**src/inc/dlims_map.svh**
```systemverilog
// register offsets, field positions and reset values of the interrupt mask block
`ifndef DLIMS_MAP_SVH
`define DLIMS_MAP_SVH

// register byte addresses on the wishbone bus
`define DLIMS_NORMAL_STATUS_ADR     32'hFFFF0000
`define DLIMS_NORMAL_RAW_ADR        32'hFFFF0004
`define DLIMS_NORMAL_ENABLE_ADR     32'hFFFF0008
`define DLIMS_NORMAL_CLEAR_ADR      32'hFFFF000C
`define DLIMS_FAST_STATUS_ADR       32'hFFFF0100
`define DLIMS_FAST_RAW_ADR          32'hFFFF0104
`define DLIMS_FAST_ENABLE_ADR       32'hFFFF0108
`define DLIMS_FAST_CLEAR_ADR        32'hFFFF010C
`define DLIMS_NESTING_CONTROL_ADR   32'hFFFF0030
`define DLIMS_SW_TRIGGER_ADR        32'hFFFF0034

// source bit positions
`define DLIMS_BIT_COMBINED_FAST     0
`define DLIMS_BIT_SOFTWARE          1
`define DLIMS_BIT_TIMER0            3
`define DLIMS_BIT_TIMER1_WAKE       4
`define DLIMS_BIT_TIMER2_WDOG       5
`define DLIMS_BIT_TIMER3            6
`define DLIMS_BIT_CONVERTER         10
`define DLIMS_BIT_UART              11
`define DLIMS_BIT_SPI               12
`define DLIMS_BIT_EXT_PIN_INT0      13
`define DLIMS_BIT_EXT_PIN_INT1      14
`define DLIMS_BIT_I2C_MASTER        15
`define DLIMS_BIT_I2C_SLAVE         16
`define DLIMS_BIT_PWM_TRIP          17
`define DLIMS_BIT_EXT_PIN_INT2      18
`define DLIMS_BIT_EXT_PIN_INT3      19

// implemented source positions, and those fed by peripheral lines
`define DLIMS_SRC_VALID_MASK        32'h000FFC7B
`define DLIMS_SRC_PERIPH_MASK       32'h000FFC78

// nesting control and software trigger fields
`define DLIMS_NEST_NORMAL_BIT       0
`define DLIMS_NEST_FAST_BIT         1
`define DLIMS_SWT_NORMAL_BIT        1
`define DLIMS_SWT_FAST_BIT          2

// reset value of every register
`define DLIMS_RESET_WORD            32'h00000000

`endif

```
**src/inc/dlims_pkg.sv**
```systemverilog
// types shared by the interrupt mask block
package dlims_pkg;

    typedef logic [31:0] dlims_word_t;

    // register selected by the bus address
    typedef enum logic [3:0]
    {
        SEL_NONE,
        SEL_N_STA,
        SEL_N_RAW,
        SEL_N_EN,
        SEL_N_CLR,
        SEL_F_STA,
        SEL_F_RAW,
        SEL_F_EN,
        SEL_F_CLR,
        SEL_NEST,
        SEL_SWT
    } dlims_sel_t;

    // state of the top: bus answer, requests and control bits
    typedef struct packed
    {
        logic        ack;
        dlims_word_t rdata;
        logic        irq;
        logic        fast_request;
        logic [1:0]  nest;
        logic [1:0]  swt;
    } dlims_top_state_t;

    // state of one request level
    typedef struct packed
    {
        dlims_word_t raw;
        dlims_word_t en;
    } dlims_level_state_t;

endpackage : dlims_pkg

```
**src/dlims_level.sv**
```systemverilog
// one request level: raw flags, enable mask and masked status
`timescale 1ns/10ps
`default_nettype none
`include "dlims_map.svh"

module dlims_level
(
    input  wire logic               clk_i,        // system clock
    input  wire logic               rst_i,        // synchronous reset, high
    input  wire dlims_pkg::dlims_word_t periph_i, // peripheral request lines
    input  wire logic               sw_req_i,     // software trigger for this level
    input  wire logic               combined_i,   // combined fast request
    input  wire dlims_pkg::dlims_word_t en_set_i, // enable bits to set
    input  wire dlims_pkg::dlims_word_t en_clr_i, // enable bits to clear
    output logic [31:0]             raw_o,        // raw flags as read
    output logic [31:0]             en_o,         // enable mask as read
    output logic [31:0]             status_o,     // masked status as read
    output logic                    any_hi_o,     // or of status 31..1
    output logic                    any_all_o     // or of all status bits
);
    import dlims_pkg::*;

    dlims_level_state_t state_reg;  // registered state
    dlims_level_state_t state_next; // next state
    logic [31:0]        hi_view;    // status without the combined bit 0

    // next state: raw follows the lines, enables are set or cleared only
    always_comb
    begin
        state_next = state_reg;
        // raw tracks the peripheral line, no latching
        state_next.raw = periph_i & `DLIMS_SRC_PERIPH_MASK;
        // clear first, set wins inside the same access
        state_next.en = ((state_reg.en & ~en_clr_i) | en_set_i)
                        & `DLIMS_SRC_VALID_MASK;
    end

    // state register, zero after reset
    always_ff @(posedge clk_i)
    begin
        if (rst_i)
        begin
            state_reg <= '{default: '0};
        end
        else
        begin
            state_reg <= state_next;
        end
    end

    // read views; software bit bypasses the mask
    always_comb
    begin
        raw_o = state_reg.raw;
        raw_o[`DLIMS_BIT_SOFTWARE] = sw_req_i;
        raw_o[`DLIMS_BIT_COMBINED_FAST] = combined_i;
        en_o = state_reg.en;
        status_o = raw_o & state_reg.en;
        status_o[`DLIMS_BIT_SOFTWARE] = sw_req_i;
        any_all_o = |status_o;
    end

    // fast-request term built from registers only, so the combined bit 0
    // fed back into this level never closes a loop through this process
    always_comb
    begin
        hi_view = state_reg.raw & state_reg.en;
        hi_view[`DLIMS_BIT_SOFTWARE] = sw_req_i;
        any_hi_o = |hi_view[31:1];
    end

endmodule : dlims_level
`default_nettype wire

```
**src/dlims_top.sv**
```systemverilog
// dual level interrupt mask and status block with a wishbone slave
//
// Function
// - bits 1,3-6 software and timers; 2,7-9 unused
// - bits 10-19 converter, serial, pins, pwm
// - fast bit 0 is combined fast request
// - raw flag follows peripheral request line
// - enable one passes source, zero masks it
// - writing zero to enable clears nothing
// - clear register ones clear enable bits
// - status is raw AND enable
// - normal request is OR of status
// - no priority encoder, software reads status
// - fast level mirrors normal level registers
// - fast request ORs fast status 31..1
// - fast enable set clears normal enable
// - normal enable set clears fast enable
// - source may be disabled on both levels
// - every source except software bit 1 maskable on each level
// - nesting usable only after nesting enable
// - nesting bit 0 normal, bit 1 fast
// - software trigger drives raw and status bit 1
`timescale 1ns/10ps
`default_nettype none
`include "dlims_map.svh"

module dlims_top
(
    input  wire logic                   clk_i,          // 20 MHz system clock
    input  wire logic                   rst_i,          // synchronous reset, high
    input  wire logic                   wb_cyc_i,       // bus cycle
    input  wire logic                   wb_stb_i,       // bus strobe
    input  wire logic                   wb_we_i,        // write enable
    input  wire dlims_pkg::dlims_word_t wb_adr_i,       // byte address
    input  wire logic [3:0]             wb_sel_i,       // byte lanes
    input  wire dlims_pkg::dlims_word_t wb_dat_i,       // write data
    output logic [31:0]                 wb_dat_o,       // read data
    output logic                        wb_ack_o,       // answer
    input  wire dlims_pkg::dlims_word_t periph_req_i,   // request lines by bit
    output logic                        irq_o,          // normal request
    output logic                        fiq_o,          // fast request
    output logic [1:0]                  nesting_enable_o // nesting enables
);
    import dlims_pkg::*;

    // registered state of the whole top
    dlims_top_state_t state_reg;
    // next value of that state
    dlims_top_state_t state_next;

    // register selected by the current address
    dlims_sel_t       sel;
    // byte lanes expanded to a bit mask for the write data
    dlims_word_t      lane_mask;
    // write data after lane and valid masking
    dlims_word_t      wdata;
    // write takes effect in this cycle
    logic             wr_fire;
    // request seen and not yet answered
    logic             rd_take;

    // enable set and clear vectors for both levels
    dlims_word_t      n_set;
    dlims_word_t      n_clr;
    dlims_word_t      f_set;
    dlims_word_t      f_clr;

    // read views of both levels
    logic [31:0]      n_raw;
    logic [31:0]      n_en;
    logic [31:0]      n_sta;
    logic [31:0]      f_raw;
    logic [31:0]      f_en;
    logic [31:0]      f_sta;

    // request terms from both levels
    logic             n_any_all;
    logic             f_any_hi;

    // read word chosen by the address
    dlims_word_t      rd_word;

    // byte lanes expanded to bit masks, one lane per pass
    genvar g;
    generate
        for (g = 0; g < 4; g++)
        begin : g_lane
            assign lane_mask[8*g +: 8] = {8{wb_sel_i[g]}};
        end
    endgenerate

    // address decode; anything else is unmapped and reads zero
    always_comb
    begin
        unique case (wb_adr_i)
            `DLIMS_NORMAL_STATUS_ADR:
            begin
                sel = SEL_N_STA;
            end
            `DLIMS_NORMAL_RAW_ADR:
            begin
                sel = SEL_N_RAW;
            end
            `DLIMS_NORMAL_ENABLE_ADR:
            begin
                sel = SEL_N_EN;
            end
            `DLIMS_NORMAL_CLEAR_ADR:
            begin
                sel = SEL_N_CLR;
            end
            `DLIMS_FAST_STATUS_ADR:
            begin
                sel = SEL_F_STA;
            end
            `DLIMS_FAST_RAW_ADR:
            begin
                sel = SEL_F_RAW;
            end
            `DLIMS_FAST_ENABLE_ADR:
            begin
                sel = SEL_F_EN;
            end
            `DLIMS_FAST_CLEAR_ADR:
            begin
                sel = SEL_F_CLR;
            end
            `DLIMS_NESTING_CONTROL_ADR:
            begin
                sel = SEL_NEST;
            end
            `DLIMS_SW_TRIGGER_ADR:
            begin
                sel = SEL_SWT;
            end
            // every other address is a legal code, so a default is needed
            default:
            begin
                sel = SEL_NONE;
            end
        endcase
    end

    // bus handshake terms
    always_comb
    begin
        // a new request gets its ack one cycle later
        rd_take = wb_cyc_i & wb_stb_i & ~state_reg.ack;
        // writes land on the edge where the master samples ack
        wr_fire = wb_cyc_i & wb_stb_i & wb_we_i & state_reg.ack;
        // masked write data; unused positions never reach the masks
        wdata = wb_dat_i & lane_mask & `DLIMS_SRC_VALID_MASK;
    end

    // enable side effects of each write
    always_comb
    begin
        n_set = '0;
        n_clr = '0;
        f_set = '0;
        f_clr = '0;
        if (wr_fire)
        begin
            unique case (sel)
                SEL_N_EN:
                begin
                    // zeros in the data leave enables alone
                    n_set = wdata;
                    // the same bit leaves the fast mask
                    f_clr = wdata;
                end
                SEL_F_EN:
                begin
                    // fast mirrors the normal set
                    f_set = wdata;
                    // the same bit leaves the normal mask
                    n_clr = wdata;
                end
                SEL_N_CLR:
                begin
                    // only ones clear, others unchanged
                    n_clr = wdata;
                end
                SEL_F_CLR:
                begin
                    // fast clear mirrors the normal one
                    f_clr = wdata;
                end
                // status, raw and control registers touch no enable
                SEL_NONE, SEL_N_STA, SEL_N_RAW, SEL_F_STA, SEL_F_RAW,
                SEL_NEST, SEL_SWT:
                begin
                    n_set = '0;
                end
            endcase
        end
    end

    // normal level; bit 0 shows the combined fast request
    dlims_level u_normal
    (
        .clk_i      (clk_i),
        .rst_i      (rst_i),
        .periph_i   (periph_req_i),
        .sw_req_i   (state_reg.swt[0]),
        .combined_i (f_any_hi),
        .en_set_i   (n_set),
        .en_clr_i   (n_clr),
        .raw_o      (n_raw),
        .en_o       (n_en),
        .status_o   (n_sta),
        .any_hi_o   (),
        .any_all_o  (n_any_all)
    );

    // fast level, identical logic on the same request lines
    dlims_level u_fast
    (
        .clk_i      (clk_i),
        .rst_i      (rst_i),
        .periph_i   (periph_req_i),
        .sw_req_i   (state_reg.swt[1]),
        .combined_i (f_any_hi),
        .en_set_i   (f_set),
        .en_clr_i   (f_clr),
        .raw_o      (f_raw),
        .en_o       (f_en),
        .status_o   (f_sta),
        .any_hi_o   (f_any_hi),
        .any_all_o  ()
    );

    // read multiplexer; software finds the source here itself
    always_comb
    begin
        rd_word = `DLIMS_RESET_WORD;
        unique case (sel)
            SEL_N_STA:
            begin
                rd_word = n_sta;
            end
            SEL_N_RAW:
            begin
                rd_word = n_raw;
            end
            SEL_N_EN:
            begin
                rd_word = n_en;
            end
            SEL_F_STA:
            begin
                rd_word = f_sta;
            end
            SEL_F_RAW:
            begin
                rd_word = f_raw;
            end
            SEL_F_EN:
            begin
                rd_word = f_en;
            end
            SEL_NEST:
            begin
                rd_word[`DLIMS_NEST_NORMAL_BIT] = state_reg.nest[0];
                rd_word[`DLIMS_NEST_FAST_BIT] = state_reg.nest[1];
            end
            SEL_SWT:
            begin
                rd_word[`DLIMS_SWT_NORMAL_BIT] = state_reg.swt[0];
                rd_word[`DLIMS_SWT_FAST_BIT] = state_reg.swt[1];
            end
            // clear registers are write only and unmapped reads zero
            SEL_N_CLR, SEL_F_CLR, SEL_NONE:
            begin
                rd_word = `DLIMS_RESET_WORD;
            end
        endcase
    end

    // next state of the top
    always_comb
    begin
        state_next = state_reg;
        // ack is a single cycle pulse, dropped the cycle after
        state_next.ack = rd_take;
        // read data is caught with the ack so it stands beside it
        if (rd_take)
        begin
            state_next.rdata = rd_word;
        end
        else
        begin
            state_next.rdata = `DLIMS_RESET_WORD;
        end
        // nesting enables per level, only a gate for the vector unit
        if (wr_fire && sel == SEL_NEST && wb_sel_i[0])
        begin
            state_next.nest[0] = wb_dat_i[`DLIMS_NEST_NORMAL_BIT];
            state_next.nest[1] = wb_dat_i[`DLIMS_NEST_FAST_BIT];
        end
        // software trigger bits; set and cleared only by software
        if (wr_fire && sel == SEL_SWT && wb_sel_i[0])
        begin
            state_next.swt[0] = wb_dat_i[`DLIMS_SWT_NORMAL_BIT];
            state_next.swt[1] = wb_dat_i[`DLIMS_SWT_FAST_BIT];
        end
        // requests registered so the core sees a clean level
        state_next.irq = n_any_all;
        // fast request leaves bit 0 out to avoid feeding itself
        state_next.fast_request = f_any_hi;
    end

    // single state register; reset is synchronous to the clock
    always_ff @(posedge clk_i)
    begin
        if (rst_i)
        begin
            state_reg <= '{default: '0};
        end
        else
        begin
            state_reg <= state_next;
        end
    end

    // outputs come straight from the state register
    always_comb
    begin
        wb_ack_o = state_reg.ack;
        wb_dat_o = state_reg.rdata;
        irq_o = state_reg.irq;
        fiq_o = state_reg.fast_request;
        nesting_enable_o = state_reg.nest;
    end

    // the normal 31..1 term and the fast all-bits term are left open:
    // the fast request must leave bit 0 out, or it would feed itself

endmodule : dlims_top
`default_nettype wire

```
**config.mk**
```make
export PLATFORM = sky130hd
export DESIGN_NAME = dlims_top
export DESIGN_NICKNAME = d
export VERILOG_FILES = /design/src/inc/dlims_pkg.sv /design/src/dlims_level.sv /design/src/dlims_top.sv
export VERILOG_INCLUDE_DIRS = /design/src /design/src/inc
export SDC_FILE = /design/constraint.sdc
export NUM_CORES = 1
export LEC_CHECK = 0
export ABC_AREA = 1
export BUFFER_PORTS_ARGS = -buffer_cell sky130_fd_sc_hd__clkbuf_2
export CAP_MARGIN = 10
export CORE_MARGIN = 8
export CORE_UTILIZATION = 45
export DETAILED_ROUTE_END_ITERATION = 8
export PLACE_DENSITY = 0.74
export RECOVER_POWER = 50
export SYNTH_ARGS = -nofsm -noshare
export SYNTH_HDL_FRONTEND = slang
export SYNTH_SLANG_ARGS = --single-unit
```
**constraint.sdc**
```tcl
create_clock -name clk_i -period 1.5 [get_ports clk_i]
set_input_delay 0.15 -clock clk_i [delete_from_list [all_inputs] [get_ports clk_i]]
set_output_delay 0.15 -clock clk_i [all_outputs]
set_load 0.02 [all_outputs]
```
==> results.sh, run 1 <==
export IMPL_rsz0062_at_grt="true"
export IMPL_track_usage_pct=19.8
export IMPL_drc=0
export IMPL_finalClockSkew_ns=0.0102
export IMPL_hold_viol=0
export IMPL_die_width_um=108
export IMPL_min_path_type="in2reg"
export IMPL_synth_adder_area_share_pct=0
export IMPL_final_nets=862
export IMPL_synth_top_area_share_pct=37.1
export IMPL_synth_cell_area_um2=3770
export IMPL_largest_reg_flops=17
export IMPL_cts_buffers=9
export IMPL_vdd_drop_max_uv=594
export IMPL_postCtsSetupBuffers=0
export IMPL_syn_area_per_cell_um2=6.12
export IMPL_placementRows=33
export IMPL_fmax_mhz=701
export IMPL_synth_distinct_cells=26
export IMPL_path_clk_slew_ns=0.08
export IMPL_yosys_warnings=0
export IMPL_placed_cells=836
export IMPL_place_area_um2=4590
export IMPL_synthXorXnorAreaFrac_pct=0
export IMPL_clk_latency_ns=0.35
export IMPL_worstMarginPinSlew_ns=0.613
export IMPL_postSynth_asyncResetShare_pct=0
export IMPL_antenna_found_initial=0
export IMPL_slew_headroom_pct=59.1
export IMPL_nFillCells=783
export IMPL_synth_top_flop_cell="dfxtp_1"
export IMPL_seq_area_um2=1400
export IMPL_multi_input_area_um2=1970
export IMPL_via_per_inst=4.91
export IMPL_die_h_um=108
export IMPL_antenna_left=0
export IMPL_synth_seq_area_share_pct=37.1
export IMPL_crit_type="in2reg"
export IMPL_drv_slew=0
export IMPL_critPathRequiredTime_ns=1.74
export IMPL_period_share_pct=95.0
export IMPL_synth_mux_area_share_pct=0
export IMPL_grt_pass1_wl_mm=18.6
export IMPL_cts_sinks=70
export IMPL_design_area_um2=4940
export IMPL_power_density_nw_per_um2=765
export IMPL_drtIter0Drc=227
export IMPL_worstSetupStartpointType="input port"
export IMPL_areaGrowthSynthToFinish_pct=30.9
export IMPL_arrival_ns=1.67
export IMPL_vias=4255
export IMPL_end_kind="flip-flop"
export IMPL_fin_crit_ns=1.43
export IMPL_post_place_ws_ns=-0.121
export IMPL_synth_compound_area_share_pct=7.76
export IMPL_stdcell_count=867
export IMPL_synthTopCellsByArea="dfxtp_1, nand2_1, nor2_1"
export IMPL_cts_max_path_buffers=2
export IMPL_totalNegativeSetupSlack_ns=0
export IMPL_synth_seq_cells=70
export IMPL_die_area_um2=11600
export IMPL_status="completed"
export IMPL_gp_congestion=0.874
export IMPL_synth_top_cell_by_area="dfxtp_1"
export IMPL_power_total_mw=3.78
export IMPL_setup_viol=0
export IMPL_worst_slack_ns=0.0743
export IMPL_gr_total_overflow=0
export IMPL_final_layout_size_suffix_gt1_share_pct=20.3
export IMPL_wl_per_cell_um=12.9
export IMPL_synth_top_family_by_area="simple AND/OR/NAND/NOR gates"
export IMPL_dp_hpwl_mm=8.44
export IMPL_p_leak_nw=2.34
export IMPL_drt_pass1_iter_count=5
export IMPL_port_buffers=92
export IMPL_crit_path_max_fanout=3
export IMPL_io_pins=142
export IMPL_synth_simple_gate_area_share_pct=42.4
export IMPL_routed_wl_mm=11.2
export IMPL_max_cap_viol_count=0
export IMPL_diodes=0
export IMPL_grt_pass1_vias=4063
export IMPL_coreArea_um2=8180
export IMPL_synth_edf_count=0
export IMPL_h_tree_depth=3
export IMPL_start_util_pct=46.1
export IMPL_yosysMostFrequentCell="nand2_1"
export IMPL_grt_max_degree=53
export IMPL_cts_tree="done"
export IMPL_root_buffer="clkbuf_8"
export IMPL_synth_top_cells_by_count="nand2_1, nor2_1, dfxtp_1, inv_1, a21oi_1"
export IMPL_synth_cells=616
cells in the final DEF (no fill, tap or decap), drive strengths merged, types with 3 or more instances in the layout:
cell type,count
nand3,33
o21ai,4
nand4,13
nor2,91
inv,74
dlygate4sd3,15
clkbuf,104
a21oi,42
dfxtp,70
conb,15
nand2,246
a21boi,3
a211oi,4
buf,39
critical path, stage by stage:
cell           delay (ns)
dlygate4sd3_1        0.55
clkbuf_1             0.11
nor3_1               0.21
clkbuf_1             0.24
inv_1                0.10
nor4_1               0.31
area by class of cell:
cell class	instances	share of cell area, %
Tap cell	105	2.66
Multi-Input combinational cell	456	39.9
Sequential cell	70	28.4
Clock buffer	10	2.79
Clock inverter	6	1.39
Inverter	72	5.47
Timing Repair Buffer	148	19.5
worst paths after layout:
kind | startpoint | endpoint | slack (ns) | depth (start not counted)
worst min register to register | u_fast.en_o[0] | u_fast.en_o[0] | 0.47 | 2
worst max register to register | wb_ack_o | wb_dat_o[2] | 0.09 | 5
worst max-delay path | rst_i | wb_dat_o[2] | 0.07 | 6
worst min-delay path | wb_stb_i | wb_ack_o | 0.05 | 3
power by group:
group	internal, mW	leakage, nW	switching, mW
clock	0.825	0.103	0.789
combinational	0.119	1.67	0.139
sequential	1.88	0.568	0.0250
total	2.82	2.34	0.953
metrics by stage:
stage | hold slack [ns] | util, %
after floorplan | 0.257 | -
after global placement | 0.342 | 56.2
after detailed placement | 0.348 | 56.2
after CTS | 0.0392 | 60.6
after global routing | 0.0689 | 60.4
final | 0.0482 | 60.4
cells by family (layout without fill, tap and decap cells):
logic type	Yosys count	in the layout
and+or+nand+nor	387	387
buffers and inverters	104	236
DFF	70	70
AOI/OAI and AO/OA	54	54
other	1	15
layer usage:
layer / wire length, um / global-route usage [%] / up-vias
li1: - / - / 2150
met1: 4800 / 25.5 / 1903
met2: 5170 / 31.0 / 178
met3: 955 / 4.25 / 24
met4: 240 / 9.12 / 0
met5: 0 / 0 / -
timing repair:
action | in CTS | in global routing
endpoints found under the setup margin | 0 | 18
resized for setup | 0 | 11
hold buffers | 15 | 0
endpoints found under the hold margin | 15 | 0
Power figures use the tool's default switching activity.
==> run 2, diff against run 1 <==
- CORE_ASPECT_RATIO: default -> 0.6
- CTS_CLUSTER_DIAMETER: default -> 100
==> run 2 against run 1 <==
Against the previous run: maximum frequency is 5.4% higher; worst hold slack worse by 0.047 ns; cell area is 1.5% higher; critical path depth is 2 lower; core utilization is 0.22 points lower; highest routed layer unchanged; largest cell class unchanged; worst setup slack better by 0.074 ns; critical path type is now reg2reg; routed wire length is 6.7% higher; non-clock buffer count is 5 lower; clock power is 47% higher; first-iteration DRC count is 45% higher; final cell count is 0.23% higher; clock skew is 0.0023 ns lower.
==> results.sh, run 2 (synthesis results as in run 1) <==
export IMPL_status="completed"
export IMPL_setup_viol=0
export IMPL_areaGrowthSynthToFinish_pct=32.9
export IMPL_cp_num_buf_inv=2
export IMPL_seq_area_um2=1400
export IMPL_worst_path_stages=4
export IMPL_reg2regPathDepth=4
export IMPL_hold_viol=0
export IMPL_io_pins=142
export IMPL_final_layout_size_suffix_gt1_share_pct=21.9
export IMPL_crit_type="reg2reg"
export IMPL_largest_reg_flops=17
export IMPL_worst_slack_ns=0.148
export IMPL_crit_slowest_cell="dfxtp_1"
export IMPL_arrival_ns=1.59
export IMPL_nFillCells=790
export IMPL_antenna_left=0
export IMPL_grt_pass1_wl_mm=19.1
export IMPL_crit_path_max_fanout=3
export IMPL_fin_crit_ns=1.35
export IMPL_period_share_pct=90.1
export IMPL_port_buffers=92
export IMPL_h_tree_depth=3
export IMPL_holdPathStages=3
export IMPL_cts_max_path_buffers=2
export IMPL_root_buffer="clkbuf_16"
export IMPL_via_per_inst=4.86
export IMPL_coreArea_um2=8330
export IMPL_die_h_um=86.9
export IMPL_start_util_pct=45.3
export IMPL_critPathRequiredTime_ns=1.74
export IMPL_p_leak_nw=2.38
export IMPL_post_place_ws_ns=-0.197
export IMPL_slew_headroom_pct=60.7
export IMPL_finalClockSkew_ns=0.00791
export IMPL_max_cap_viol_count=0
export IMPL_path_cells="nor3_1 > clkbuf_1 > inv_1 > nor4_1"
export IMPL_wl_per_cell_um=13.7
export IMPL_end_kind="flip-flop"
export IMPL_drtIter0Drc=330
export IMPL_path_clk_slew_ns=0.06
export IMPL_vdd_drop_max_uv=640
export IMPL_grt_pass1_vias=4002
export IMPL_track_usage_pct=20.7
export IMPL_clk_latency_ns=0.34
export IMPL_drc=0
export IMPL_multi_input_area_um2=1980
export IMPL_stdcell_count=869
export IMPL_final_cell_mix="nand2_1, nor2_1, dfxtp_1, clkbuf_2, inv_1"
export IMPL_slowest_delay_ns=0.32
export IMPL_power_density_nw_per_um2=902
export IMPL_dp_hpwl_mm=9.08
export IMPL_die_area_um2=11700
export IMPL_grt_max_degree=53
export IMPL_die_width_um=134
export IMPL_fmax_mhz=740
export IMPL_worstSetupStartpointType="flip-flop"
export IMPL_cts_sinks=70
export IMPL_rsz0062_at_grt="false"
export IMPL_diodes=0
export IMPL_gr_total_overflow=0
export IMPL_vias=4224
export IMPL_gp_congestion=0.896
export IMPL_drt_pass1_iter_count=6
export IMPL_antenna_found_initial=0
export IMPL_cts_tree="done"
export IMPL_min_path_type="in2reg"
export IMPL_cts_buffers=9
export IMPL_placementRows=26
export IMPL_critical_path_top_delay_family="simple AND/OR/NAND/NOR gates"
export IMPL_placed_cells=850
export IMPL_routed_wl_mm=11.9
export IMPL_drv_slew=0
export IMPL_worstMarginPinSlew_ns=0.589
export IMPL_final_nets=857
export IMPL_mostFrequentLayoutCell="nand2_1"
-- run 2: repair_timing --
action	in CTS	in global routing
resized for setup	0	12
endpoints found under the setup margin	0	34
hold buffers	3	0
buffers inserted	0	0
hold endpoints to repair	3	0
-- run 2: final timing paths --
check                          end              from  slack, ns
setup reg to reg       wb_dat_o[2]          wb_ack_o       0.15
hold reg to reg        wb_dat_o[0]    u_fast.en_o[0]       0.47
setup / recovery       wb_dat_o[2]          wb_ack_o       0.15
hold / removal    u_fast.raw_o[15]  periph_req_i[15]      0.001
-- run 2: tightest hold or removal path, cell delays in order --
cell      delay (ns)
clkbuf_2        0.08
inv_1           0.04
nor2_1          0.03
-- run 2: metrics by stage --
stage	hold slack (ns)	setup TNS (ns)	power (mW)	cell area, um2	utilization [%]
3_3_place_gp	0.346	-5.30	2.17	4660	55.9
5_1_grt	0.00699	0	4.67	5010	60.2
2_1_floorplan	0.257	0	2.08	3820	-
4_1_cts	0.000653	0	4.54	5020	60.3
6_report	0.00112	0	4.52	5010	60.2
3_5_place_dp	0.347	-6.08	2.18	4660	55.9
-- run 2: area by class of cell --
type | instances | area share [%]
inverters | 72 | 5.39
multi-input cells | 456 | 39.4
clock buffers | 12 | 5.12
flip-flops and latches | 70 | 28.0
clock inverters | 4 | 1.55
well taps | 112 | 2.80
repair buffers | 143 | 17.8
-- run 2: metal layers --
layer / up-vias / global-route usage, % / wire (um)
met5: - / 0 / 0
met4: 0 / 5.78 / 104
met3: 16 / 7.03 / 1270
met2: 188 / 30.9 / 5030
met1: 1877 / 27.6 / 5510
li1: 2143 / - / -
-- run 2: where the power goes --
part | internal [mW] | total, mW | switching, mW
combinational | 0.102 | 0.241 | 0.139
sequential | 1.88 | 1.91 | 0.0246
clock | 1.56 | 2.37 | 0.818
